==> config.mk <==
export PLATFORM = sky130hd
export DESIGN_NAME = sfac_flash_ctrl
export DESIGN_NICKNAME = d
export VERILOG_FILES = /design/src/design/sfac_sector_check.v /design/src/design/sfac_flash_ctrl.v
export VERILOG_INCLUDE_DIRS = /design/src /design/src/design
export SDC_FILE = /design/constraint.sdc
export NUM_CORES = 1
export LEC_CHECK = 0
export BUFFER_PORTS_ARGS = -buffer_cell sky130_fd_sc_hd__buf_4
export CORE_UTILIZATION = 50
export DETAILED_ROUTE_END_ITERATION = 16
export GPL_ROUTABILITY_DRIVEN = 0
export GPL_TIMING_DRIVEN = 0
export PLACE_DENSITY = 0.83
export REMOVE_ABC_BUFFERS = 1
export SLEW_MARGIN = 20
export SYNTH_ARGS = -nofsm -noshare
export SYNTH_HDL_FRONTEND = slang
export SYNTH_SLANG_ARGS = --single-unit
==> constraint.sdc <==
create_clock -name pclk -period 5.8 [get_ports pclk]
set_input_delay 0.87 -clock pclk [delete_from_list [all_inputs] [get_ports pclk]]
set_output_delay 0.87 -clock pclk [all_outputs]
set_load 0.02 [all_outputs]
==> src/design/sfac_defines.vh <==
// Constants for the sectored flash access controller
`ifndef SFAC_DEFINES_VH
`define SFAC_DEFINES_VH

// =====================================================================
// Array geometry
`define SFAC_FLASH_KB       17'h00020
`define SFAC_ADDR_TOP       17'h10000
`define SFAC_KB_BYTES       17'h00400
`define SFAC_SEC0_BASE      16'hf000
`define SFAC_SEC1_BASE      16'he000
`define SFAC_SMALL_KB       17'h00008
`define SFAC_TINY_KB        17'h00004

// =====================================================================
// Register indices (byte address is four times the index)
`define SFAC_IDX_FCSR       8'h2b
`define SFAC_IDX_ADDRL      8'h60
`define SFAC_IDX_ADDRH      8'h61
`define SFAC_IDX_DATA       8'h62
`define SFAC_IDX_OPT        8'h63
`define SFAC_IDX_INFO       8'h64
`define SFAC_RESET_BYTE     8'h00

// =====================================================================
// Control/status fields
`define SFAC_BIT_PROG       0
`define SFAC_BIT_SERASE     1
`define SFAC_BIT_MERASE     2
`define SFAC_BIT_OPTPROG    3
`define SFAC_BIT_BUSY       4
`define SFAC_BIT_ERR        5
`define SFAC_BIT_UNLOCK     6
`define SFAC_KEY1           8'h56
`define SFAC_KEY2           8'hae
`define SFAC_BIT_PROTECT    0

// =====================================================================
// Programming mode pin codes
`define SFAC_MODE_SOCKET    2'h0
`define SFAC_MODE_ICP       2'h1
`define SFAC_MODE_IAP       2'h2
`define SFAC_MODE_ICT       2'h3

`endif

==> src/design/sfac_sector_check.v <==
// Sector decode and permission check for one flash address
`timescale 1ns/1ps
`include "sfac_defines.vh"

module sfac_sector_check (
    // Request
    input  wire [15:0] addr,
    input  wire [1:0]  mode,
    input  wire        protect,
    // Result
    output reg  [2:0]  sector,
    output reg         in_array,
    output reg         allowed
);

    // =================================================================
    // Array bounds
    wire [16:0] base_full = `SFAC_ADDR_TOP
                          - (`SFAC_KB_BYTES * `SFAC_FLASH_KB);
    wire [15:0] base      = base_full[15:0];
    wire        two_secs  = (`SFAC_FLASH_KB >= `SFAC_SMALL_KB);
    wire        three_sec = (`SFAC_FLASH_KB > `SFAC_SMALL_KB);

    // Sector select and permission
    always @* begin
        sector   = 3'h0;
        in_array = 1'b0;
        allowed  = 1'b0;
        if (addr >= `SFAC_SEC0_BASE) begin
            sector   = 3'h1;
            in_array = 1'b1;
        end else if (two_secs && addr >= `SFAC_SEC1_BASE) begin
            sector   = 3'h2;
            in_array = 1'b1;
        end else if (three_sec && addr >= base) begin
            sector   = 3'h4;
            in_array = 1'b1;
        end
        case (mode)
            `SFAC_MODE_SOCKET: allowed = in_array;
            `SFAC_MODE_ICP:    allowed = in_array;
            `SFAC_MODE_IAP:    allowed = in_array & ~sector[0];
            default:           allowed = 1'b0;
        endcase
        if (protect) begin
            allowed = 1'b0;
        end
    end

endmodule

==> src/design/sfac_flash_ctrl.v <==
// APB access and protection controller for the sectored program flash
//
// Chosen here: the APB interface to the registers.
`timescale 1ns/1ps
`include "sfac_defines.vh"

// Notes on behaviour
// Erase either the whole array or a single sector.
// Each program command writes exactly one byte location.
// Sector erase and program touch only the selected sector.
// Socket and in-circuit modes may change every sector and option byte.
// In-application mode may change all sectors except sector 0.
// Sector count follows array size: 4K one, 8K two, larger three.
// Sectors 0 and 1 are 4 Kbyte each at the top of memory.
// Sector 0 spans F000h-FFFFh and holds reset and interrupt vectors.
// Test mode runs user patterns from RAM, flash changes refused.
// Two-key unlock on control register guards every program or erase.
// Clearing read-out protection first erases the whole array.
// In-application requests aimed at sector 0 are dropped and flagged.
module sfac_flash_ctrl (
    // Clock and reset
    input  wire        pclk,
    input  wire        presetn,
    // APB slave
    input  wire        psel,
    input  wire        penable,
    input  wire        pwrite,
    input  wire [11:0] paddr,
    input  wire [31:0] pwdata,
    output reg  [31:0] prdata,
    output reg         pready,
    output reg         pslverr,
    // Programming mode pins
    input  wire [1:0]  prog_mode,
    // Flash macro
    input  wire        flash_done,
    output reg  [15:0] flash_addr,
    output reg  [7:0]  flash_wdata,
    output reg  [2:0]  flash_sector,
    output reg         flash_prog,
    output reg         flash_erase,
    output reg         flash_erase_all,
    output reg         flash_opt_prog,
    output reg  [7:0]  flash_opt_data,
    // System
    output reg         ram_exec,
    output reg         readout_protect_option
);

    // =================================================================
    // States
    localparam [4:0] ST_IDLE  = 5'h01;
    localparam [4:0] ST_PROG  = 5'h02;
    localparam [4:0] ST_SERA  = 5'h04;
    localparam [4:0] ST_MERA  = 5'h08;
    localparam [4:0] ST_OPTW  = 5'h10;

    // =================================================================
    // Storage
    reg  [4:0] state;
    reg  [4:0] next_state;
    reg  [7:0] addr_lo;
    reg  [7:0] addr_hi;
    reg  [7:0] wr_data;
    reg  [7:0] opt_pending;
    reg  [7:0] opt_current;
    reg  [1:0] key_stage;
    reg        err_flag;
    reg        opt_after_erase;

    // =================================================================
    // Bus decode
    wire [9:0] idx      = paddr[11:2];
    wire       access   = psel & penable;
    wire       complete = access & pready;
    wire       wr_en    = complete & pwrite;
    wire       hit_fcsr = (idx == {2'h0, `SFAC_IDX_FCSR});
    wire       hit_al   = (idx == {2'h0, `SFAC_IDX_ADDRL});
    wire       hit_ah   = (idx == {2'h0, `SFAC_IDX_ADDRH});
    wire       hit_dat  = (idx == {2'h0, `SFAC_IDX_DATA});
    wire       hit_opt  = (idx == {2'h0, `SFAC_IDX_OPT});
    wire       hit_info = (idx == {2'h0, `SFAC_IDX_INFO});
    wire       mapped   = hit_fcsr | hit_al | hit_ah | hit_dat
                        | hit_opt | hit_info;
    wire       busy     = ~state[0];
    wire       unlocked = (key_stage == 2'h2);
    wire [7:0] wbyte    = pwdata[7:0];

    // Command decode from an unlocked control write
    wire       cmd_wr   = wr_en & hit_fcsr & unlocked & ~busy;
    wire       c_prog   = cmd_wr & wbyte[`SFAC_BIT_PROG];
    wire       c_sera   = cmd_wr & wbyte[`SFAC_BIT_SERASE];
    wire       c_mera   = cmd_wr & wbyte[`SFAC_BIT_MERASE];
    wire       c_optw   = cmd_wr & wbyte[`SFAC_BIT_OPTPROG];
    wire       any_cmd  = c_prog | c_sera | c_mera | c_optw;

    // =================================================================
    // Sector and permission check
    wire [2:0] chk_sector;
    wire       chk_in;
    wire       chk_ok;
    wire       protect = opt_current[`SFAC_BIT_PROTECT];

    sfac_sector_check u_check (
        .addr     ({addr_hi, addr_lo}),
        .mode     (prog_mode),
        .protect  (protect),
        .sector   (chk_sector),
        .in_array (chk_in),
        .allowed  (chk_ok)
    );

    // Whole-array and option changes need an external-tool mode
    wire tool_mode = (prog_mode == `SFAC_MODE_SOCKET)
                   | (prog_mode == `SFAC_MODE_ICP);
    wire ok_prog   = c_prog & chk_ok;
    wire ok_sera   = c_sera & chk_ok;
    wire ok_mera   = c_mera & tool_mode;
    wire ok_optw   = c_optw & tool_mode;
    wire unprot    = protect & ~opt_pending[`SFAC_BIT_PROTECT];
    wire refused   = any_cmd & ~(ok_prog | ok_sera | ok_mera | ok_optw);

    // =================================================================
    // Next state
    always @* begin
        next_state = state;
        case (state)
            ST_IDLE: begin
                if (ok_optw && unprot) begin
                    next_state = ST_MERA;
                end else if (ok_optw) begin
                    next_state = ST_OPTW;
                end else if (ok_mera) begin
                    next_state = ST_MERA;
                end else if (ok_sera) begin
                    next_state = ST_SERA;
                end else if (ok_prog) begin
                    next_state = ST_PROG;
                end
            end
            ST_MERA: begin
                if (flash_done && opt_after_erase) begin
                    next_state = ST_OPTW;
                end else if (flash_done) begin
                    next_state = ST_IDLE;
                end
            end
            ST_PROG, ST_SERA, ST_OPTW: begin
                if (flash_done) begin
                    next_state = ST_IDLE;
                end
            end
            default: next_state = ST_IDLE;
        endcase
    end

    // State register and erase-then-option latch
    always @(posedge pclk or negedge presetn) begin
        if (!presetn) begin
            state           <= ST_IDLE;
            opt_after_erase <= 1'b0;
        end else begin
            state <= next_state;
            if (state[0] && ok_optw && unprot) begin
                opt_after_erase <= 1'b1;
            end else if (state[0]) begin
                opt_after_erase <= 1'b0;
            end
        end
    end

    // =================================================================
    // Flash macro strobes: one-cycle pulses on entering a state
    always @(posedge pclk or negedge presetn) begin
        if (!presetn) begin
            flash_prog      <= 1'b0;
            flash_erase     <= 1'b0;
            flash_erase_all <= 1'b0;
            flash_opt_prog  <= 1'b0;
            flash_addr      <= 16'h0000;
            flash_wdata     <= `SFAC_RESET_BYTE;
            flash_sector    <= 3'h0;
            flash_opt_data  <= `SFAC_RESET_BYTE;
        end else begin
            flash_prog      <= (next_state == ST_PROG) & state[0];
            flash_erase     <= (next_state == ST_SERA) & state[0];
            flash_erase_all <= (next_state == ST_MERA) & state[0];
            flash_opt_prog  <= (next_state == ST_OPTW)
                             & (state[0] | (state == ST_MERA));
            if (state[0] && any_cmd) begin
                flash_addr   <= {addr_hi, addr_lo};
                flash_wdata  <= wr_data;
                flash_sector <= chk_sector;
            end
            if (next_state == ST_OPTW) begin
                flash_opt_data <= opt_pending;
            end
        end
    end

    // =================================================================
    // Unlock key sequence, relocks after any command attempt
    always @(posedge pclk or negedge presetn) begin
        if (!presetn) begin
            key_stage <= 2'h0;
        end else if (wr_en && hit_fcsr) begin
            if (unlocked || busy) begin
                key_stage <= 2'h0;
            end else if (key_stage == 2'h0 && wbyte == `SFAC_KEY1) begin
                key_stage <= 2'h1;
            end else if (key_stage == 2'h1 && wbyte == `SFAC_KEY2) begin
                key_stage <= 2'h2;
            end else begin
                key_stage <= 2'h0;
            end
        end
    end

    // =================================================================
    // Error flag: set by refusal, write 1 to clear, set wins
    always @(posedge pclk or negedge presetn) begin
        if (!presetn) begin
            err_flag <= 1'b0;
        end else if (refused) begin
            err_flag <= 1'b1;
        end else if (wr_en && hit_fcsr && !unlocked &&
                     wbyte[`SFAC_BIT_ERR]) begin
            err_flag <= 1'b0;
        end
    end

    // =================================================================
    // Address, data and option holding registers
    always @(posedge pclk or negedge presetn) begin
        if (!presetn) begin
            addr_lo     <= `SFAC_RESET_BYTE;
            addr_hi     <= `SFAC_RESET_BYTE;
            wr_data     <= `SFAC_RESET_BYTE;
            opt_pending <= `SFAC_RESET_BYTE;
        end else if (wr_en && !busy) begin
            if (hit_al) begin
                addr_lo <= wbyte;
            end
            if (hit_ah) begin
                addr_hi <= wbyte;
            end
            if (hit_dat) begin
                wr_data <= wbyte;
            end
            if (hit_opt) begin
                opt_pending <= wbyte;
            end
        end
    end

    // Live option byte, updated once the option write completes
    always @(posedge pclk or negedge presetn) begin
        if (!presetn) begin
            opt_current            <= `SFAC_RESET_BYTE;
            readout_protect_option <= 1'b0;
        end else begin
            if (state == ST_OPTW && flash_done) begin
                opt_current <= opt_pending;
            end
            readout_protect_option <= protect;
        end
    end

    // RAM execution select in test mode
    always @(posedge pclk or negedge presetn) begin
        if (!presetn) begin
            ram_exec <= 1'b0;
        end else begin
            ram_exec <= (prog_mode == `SFAC_MODE_ICT);
        end
    end

    // =================================================================
    // Read mux
    reg [7:0] rd_byte;
    always @* begin
        rd_byte = 8'h00;
        if (hit_fcsr) begin
            rd_byte[`SFAC_BIT_BUSY]   = busy;
            rd_byte[`SFAC_BIT_ERR]    = err_flag;
            rd_byte[`SFAC_BIT_UNLOCK] = unlocked;
        end else if (hit_al) begin
            rd_byte = addr_lo;
        end else if (hit_ah) begin
            rd_byte = addr_hi;
        end else if (hit_dat) begin
            rd_byte = wr_data;
        end else if (hit_opt) begin
            rd_byte = opt_current;
        end else if (hit_info) begin
            rd_byte = {3'h0, chk_in, 2'h0, prog_mode};
        end
    end

    // APB answer: one wait state, then ready for one cycle
    always @(posedge pclk or negedge presetn) begin
        if (!presetn) begin
            pready  <= 1'b0;
            pslverr <= 1'b0;
            prdata  <= 32'h00000000;
        end else begin
            pready  <= access & ~pready;
            pslverr <= access & ~pready & ~mapped;
            if (access && !pready && !pwrite) begin
                prdata <= {24'h000000, rd_byte};
            end
        end
    end

endmodule

# Word level (Yosys, flattened, before mapping)

Index checks and enable logic that the tools add are counted.

Output and inout bits: 75
Register bits: 100

Bitwise operators: 42
Multiplexer cells: 31
Equal/unequal tests: 22
Order comparisons: 3
Reduce and logical (&&, ||, !) cells: 28

Operators with widths:

| cell                 | number |
|---|---|
| $eq 10x7->1 const B  | 5 |
| $ge 16x16->1 const B | 3 |
| $mux 5               | 8 |
| $mux 8               | 4 |
| $and 1x1->1          | 23 |
| $pmux 5 s3           | 1 |
| $logic_and 1x1->1    | 14 |
| $or 1x1->1           | 13 |
| $mux 3               | 4 |
| $eq 10x6->1 const B  | 1 |
| $eq 5x2->1 const B   | 2 |
| $eq 5x3->1 const B   | 2 |
| $eq 5x4->1 const B   | 2 |
| $eq 5x5->1 const B   | 2 |
| $mux 1               | 9 |
| $eq 8x7->1 const B   | 1 |
| $eq 8x8->1 const B   | 1 |
| $reduce_and 2->1     | 4 |
| $eq 2x2->1 const B   | 3 |
| $mux 2               | 3 |
| $not 1->1            | 6 |
| $eq 5x1->1 const B   | 1 |
| $eq 2x1->1 const B   | 2 |
| $logic_not 2->1      | 2 |
| other kinds (7)      | 10 |

# Longest topological paths before layout

Depth after elaboration: 17
Depth in mapped cells: 6

# By module

A second synthesis with hierarchy kept.

Cells, all modules: 373
Area, all modules: 4718.3 µm²

Modules (own cells, without submodules):

| module            | area each (µm²) | cells an instance | instances |
|---|---|---|---|
| sfac_flash_ctrl   | 4664.5          | 364               | 1 |
| sfac_sector_check | 53.8            | 9                 | 1 |

# Worst setup path after synthesis

No wires, ideal clock.

Path kind: in2reg
Start: input port paddr[4]
End: register wr_data[0]
Arrival time: 2.491 ns
Stages: 5
Setup slack: 3.183 ns
Cells stage by stage: or4b_1 > buf_6 > or4_4 > buf_6 > mux2_4

Cells in the longest elaborated chain, start to end: 2

RTL lines:

| item                       | RTL line              | source |
|---|---|---|
| start, declared            | sfac_flash_ctrl.v:28  | `input wire [11:0] paddr,` |
| $eq 10x7->1                | sfac_flash_ctrl.v:80  | `` wire hit_dat = (idx == {2'h0, `SFAC_IDX_DATA}); `` |
| $reduce_and 2->1 (no line) | -                     |  |
| end signal, assigned       | sfac_flash_ctrl.v:238 | `` wr_data <= `SFAC_RESET_BYTE; `` |
| end signal, assigned       | sfac_flash_ctrl.v:248 | `wr_data <= wbyte;` |
| end, declared              | sfac_flash_ctrl.v:64  | `reg [7:0] wr_data;` |

No other way between the ends.
A chain may end at the register's enable or synchronous reset.

# Worst setup path in the final report

Start: input port paddr[6]
End: register flash_wdata[4]

Cells in the longest elaborated chain, start to end: 9
Elaborated cells between the ends (all ways): 12
Those cells by class: 1 x eq/ne; 10 x bitwise; 1 x reduce/logical

RTL lines:

| item                           | RTL line                                   | source |
|---|---|---|
| $eq 10x6->1 (*)                | sfac_flash_ctrl.v:77                       | `` wire hit_fcsr = (idx == {2'h0, `SFAC_IDX_FCSR}); `` |
| $and 1x1->1 (*) (3 in series)  | sfac_flash_ctrl.v:90                       | `wire cmd_wr = wr_en & hit_fcsr & unlocked & ~busy;` |
| $and 1x1->1 (on tied branches) | sfac_flash_ctrl.v:91, sfac_flash_ctrl.v:92 |  |
| $or 1x1->1 (2 in series)       | sfac_flash_ctrl.v:95                       | `wire any_cmd = c_prog \| c_sera \| c_mera \| c_optw;` |
| $or 1x1->1 (*)                 | sfac_flash_ctrl.v:95                       |  |
| $logic_and 1x1->1 (*)          | sfac_flash_ctrl.v:190                      | `if (state[0] && any_cmd) begin` |
| end signal, assigned           | sfac_flash_ctrl.v:181                      | `` flash_wdata <= `SFAC_RESET_BYTE; `` |
| end signal, assigned           | sfac_flash_ctrl.v:192                      | `flash_wdata <= wr_data;` |
| end, declared                  | sfac_flash_ctrl.v:38                       | `output reg [7:0] flash_wdata,` |

Every way passes the cells marked *; elsewhere a longest branch is shown, timed or not.

==> load_flow_metrics.sql <==
INSERT INTO impl_metrics (metric_group, metric, value, unit) VALUES
('global_route', 'grt_antenna_before_repair', '0', ''),
('timing', 'hold-worst-slack', '0.5004', 'ns'),
('clock_network', 'cts.htree.levels', '3', ''),
('finish', 'final_layout_size_suffix_gt1_share', '38.36', '%'),
('route', 'route.final.wire_length', '10670', 'um'),
('finish', 'most_frequent_cells_in_the_layout', 'dfrtp_1 (99), buf_4 (75), mux2_2 (65)', ''),
('route', 'routed_wirelength_normalized_by_instance_count', '17.99', 'um'),
('route', 'first_iter_violations', '259', ''),
('critical_path', 'path_cells', 'buf_4, nor3b_1, nand4_1, nor3_4, buf_16, mux2_2', ''),
('route', 'met1Wirelength', '4503', 'um'),
('power_and_ir_drop', 'power_per_cell_area', '221.9', 'mW/mm2'),
('critical_path', 'cp-end-kind', 'register', ''),
('route', 'route.met3.wl', '696', 'um'),
('synthesis', 'synth.avg_cell_area', '12.31', 'um2'),
('timing', 'final_min_period_over_clock_period', '54.89', '%'),
('power_and_ir_drop', 'power', '1.232', 'mW'),
('finish', 'layout_commonest_cell', 'dfrtp_1', ''),
('outcome', 'status', 'completed', ''),
('clock_network', 'clock_insertion_delay_worst_skew', '0.38', 'ns'),
('clock_network', 'tritoncts.num_buffers', '9', ''),
('die', 'fp.dieH', '99.85', 'um'),
('critical_path', 'rr_endpoint', 'flash_wdata[4]', ''),
('synthesis', 'syn_inst', '389', ''),
('critical_path', 'crit_path_max_incr_delay', '0.86', 'ns'),
('clock_network', 'ctsHoldBuffers', '0', ''),
('power_and_ir_drop', 'power_leakage', '2.742', 'nW'),
('global_route', 'grt_pass1_wl', '17230', 'um'),
('die', 'io-pin-count', '127', ''),
('critical_path', 'critical_path.n_buffers_inverters', '2', ''),
('flow_run', 'maxCapViolations', '0', ''),
('synthesis', 'synth_compound_area_share', '6.874', '%'),
('timing', 'achievable-frequency', '314.1', 'MHz'),
('finish', 'final_nets', '511', ''),
('route', 'detailroute.via_count', '3368', ''),
('die', 'starting_density_of_the_core', '51.81', '%'),
('synthesis', 'netlist-cell-type-count', '59', ''),
('critical_path', 'cpMaxStageDelayCell', 'nor3_4', ''),
('synthesis', 'yosys.area.top_type_share', '51.75', '%'),
('route', 'drt-pass1-iter-count', '5', ''),
('timing', 'report.final.setup_viol', '0', ''),
('clock_network', 'cts.repair_timing.setup_buffer_count', '0', ''),
('min_path', 'hold_path_startpoint', 'flash_addr[7]', ''),
('global_route', 'gr-total-overflow', '0', ''),
('synthesis', 'synth.area.top_cells', 'dfrtp_1 (52%), mux2_2 (15%), buf_4 (4.1%), mux2_4 (2.5%), mux2i_1 (1.7%)', ''),
('clock_network', 'cts_tree', 'built', ''),
('synthesis', 'synth.largest_area_cell', 'dfrtp_1', ''),
('route', 'routed-wl-met2', '5223', 'um'),
('global_route', 'maximum_number_of_pins_on_one_net_before_global_route_repair', '101', ''),
('clock_network', 'cts_buffer_depth', '2', ''),
('timing', 'layout_min_cycle_time', '3.184', 'ns'),
('die', 'core_area', '0.009240', 'mm2'),
('timing', 'grt_setup_unrepaired', 'false', ''),
('critical_path', 'timing.rr.start', 'pready', ''),
('finish', 'core_util_final', '60.08', '%'),
('clock_network', 'cts_resized', '0', ''),
('synthesis', 'synth_ff_type', 'dfrtp_1', ''),
('synthesis', 'synth-simple-area-share', '13.46', '%'),
('synthesis', 'async_flop_share', '100.0', '%'),
('placed_design', 'dp_hpwl', '7715', 'um'),
('synthesis', 'seq_area_frac_synth', '52.30', '%'),
('synthesis', 'synth_warnings', '0', ''),
('die', 'placement_rows', '35', ''),
('timing', 'finalSetupTns', '0', 'ns'),
('synthesis', 'post_synth_mux_area_share', '20.49', '%'),
('timing', 'final_max_slew_viol_count', '0', ''),
('critical_path', 'timing.critical_path.required', '6.07', 'ns'),
('synthesis', 'largest_family_of_logic_cells_by_synthesized_area', 'multiplexers', ''),
('timing', 'timing_worst_slew_pin_value', '0.8835', 'ns'),
('critical_path', 'criticalPathCategory', 'in2reg', ''),
('die', 'die_x', '99.85', 'um'),
('synthesis', 'register_bit_total_from_synthesis', '100', '');
==> layer usage <==
layer / up-vias / track usage, %
li1: 1523 / -
met5: - / 0
met2: 139 / 37.24
met3: 25 / 5.501
met4: 0 / 8.032
met1: 1681 / 29.85
==> flip-flops by register name, indices dropped and copies added, names as in the netlist, 2 cells and up <==
name and count:
state 5, addr_lo 8, key_stage 2, flash_sector 3
flash_opt_data 8, wr_data 8, flash_wdata 8, addr_hi 8
opt_current 8, prdata 8, opt_pending 8, flash_addr 16
==> synth_stat cells (all sizes together) (4+ instances only) <==
library cell   n
dfrtp         99
mux2          75
buf           33
nor2          21
nand2         16
inv           12
nor3          11
o21ai         11
clkbuf         8
mux2i          8
nand4          7
nand3          6
nor2b          6
nor4           6
a211oi         5
or4            5
a21oi          4
nor3b          4
nor4b          4
o32ai          4
==> worst max path at each step <==
stage               slack, ns     start              to
finish                   2.62  paddr[6]  flash_wdata[4]
global route             2.44  paddr[4]  flash_wdata[4]
detailed placement       2.20  paddr[6]  flash_addr[12]
global placement         2.05  paddr[4]  flash_wdata[6]
floorplan                2.78  paddr[4]   flash_addr[0]
CTS                      2.61  paddr[6]  flash_wdata[4]
==> logic make-up (layout without fill, tap and decap cells) <==
family	Yosys count	count (layout)
and+or+nand+nor	105	105
DFF	100	100
muxes	84	84
buffers and inverters	53	105
AOI/OAI and AO/OA	45	45
other	1	24
xor gates and xnor gates	1	1
==> power by group <==
group	switching [mW]	total, mW	internal (mW)
Sequential	0.00671	0.711	0.705
Combinational	0.0717	0.105	0.0330
Clock	0.254	0.416	0.162
==> area by class of cell <==
class	instances	area (um2)	area share (%)
Inverter	12	45.04	0.8114
Multi-Input combinational cell	259	2059	37.10
Clock inverter	7	56.30	1.014
Timing Repair Buffer	77	601.8	10.84
Tap cell	129	161.4	2.907
Clock buffer	9	123.9	2.231
Sequential cell	100	2504	45.10
==> metrics by stage <==
step	cell area, um2	setup slack [ns]	instances
2_1_floorplan	4602	2.775	371
3_3_place_gp	5334	2.050	576
3_5_place_dp	5365	2.203	577
4_1_cts	5545	2.615	593
5_1_grt	5552	2.441	593
6_report	5552	2.616	593
No activity file was read; power rests on OpenSTA's default activity.
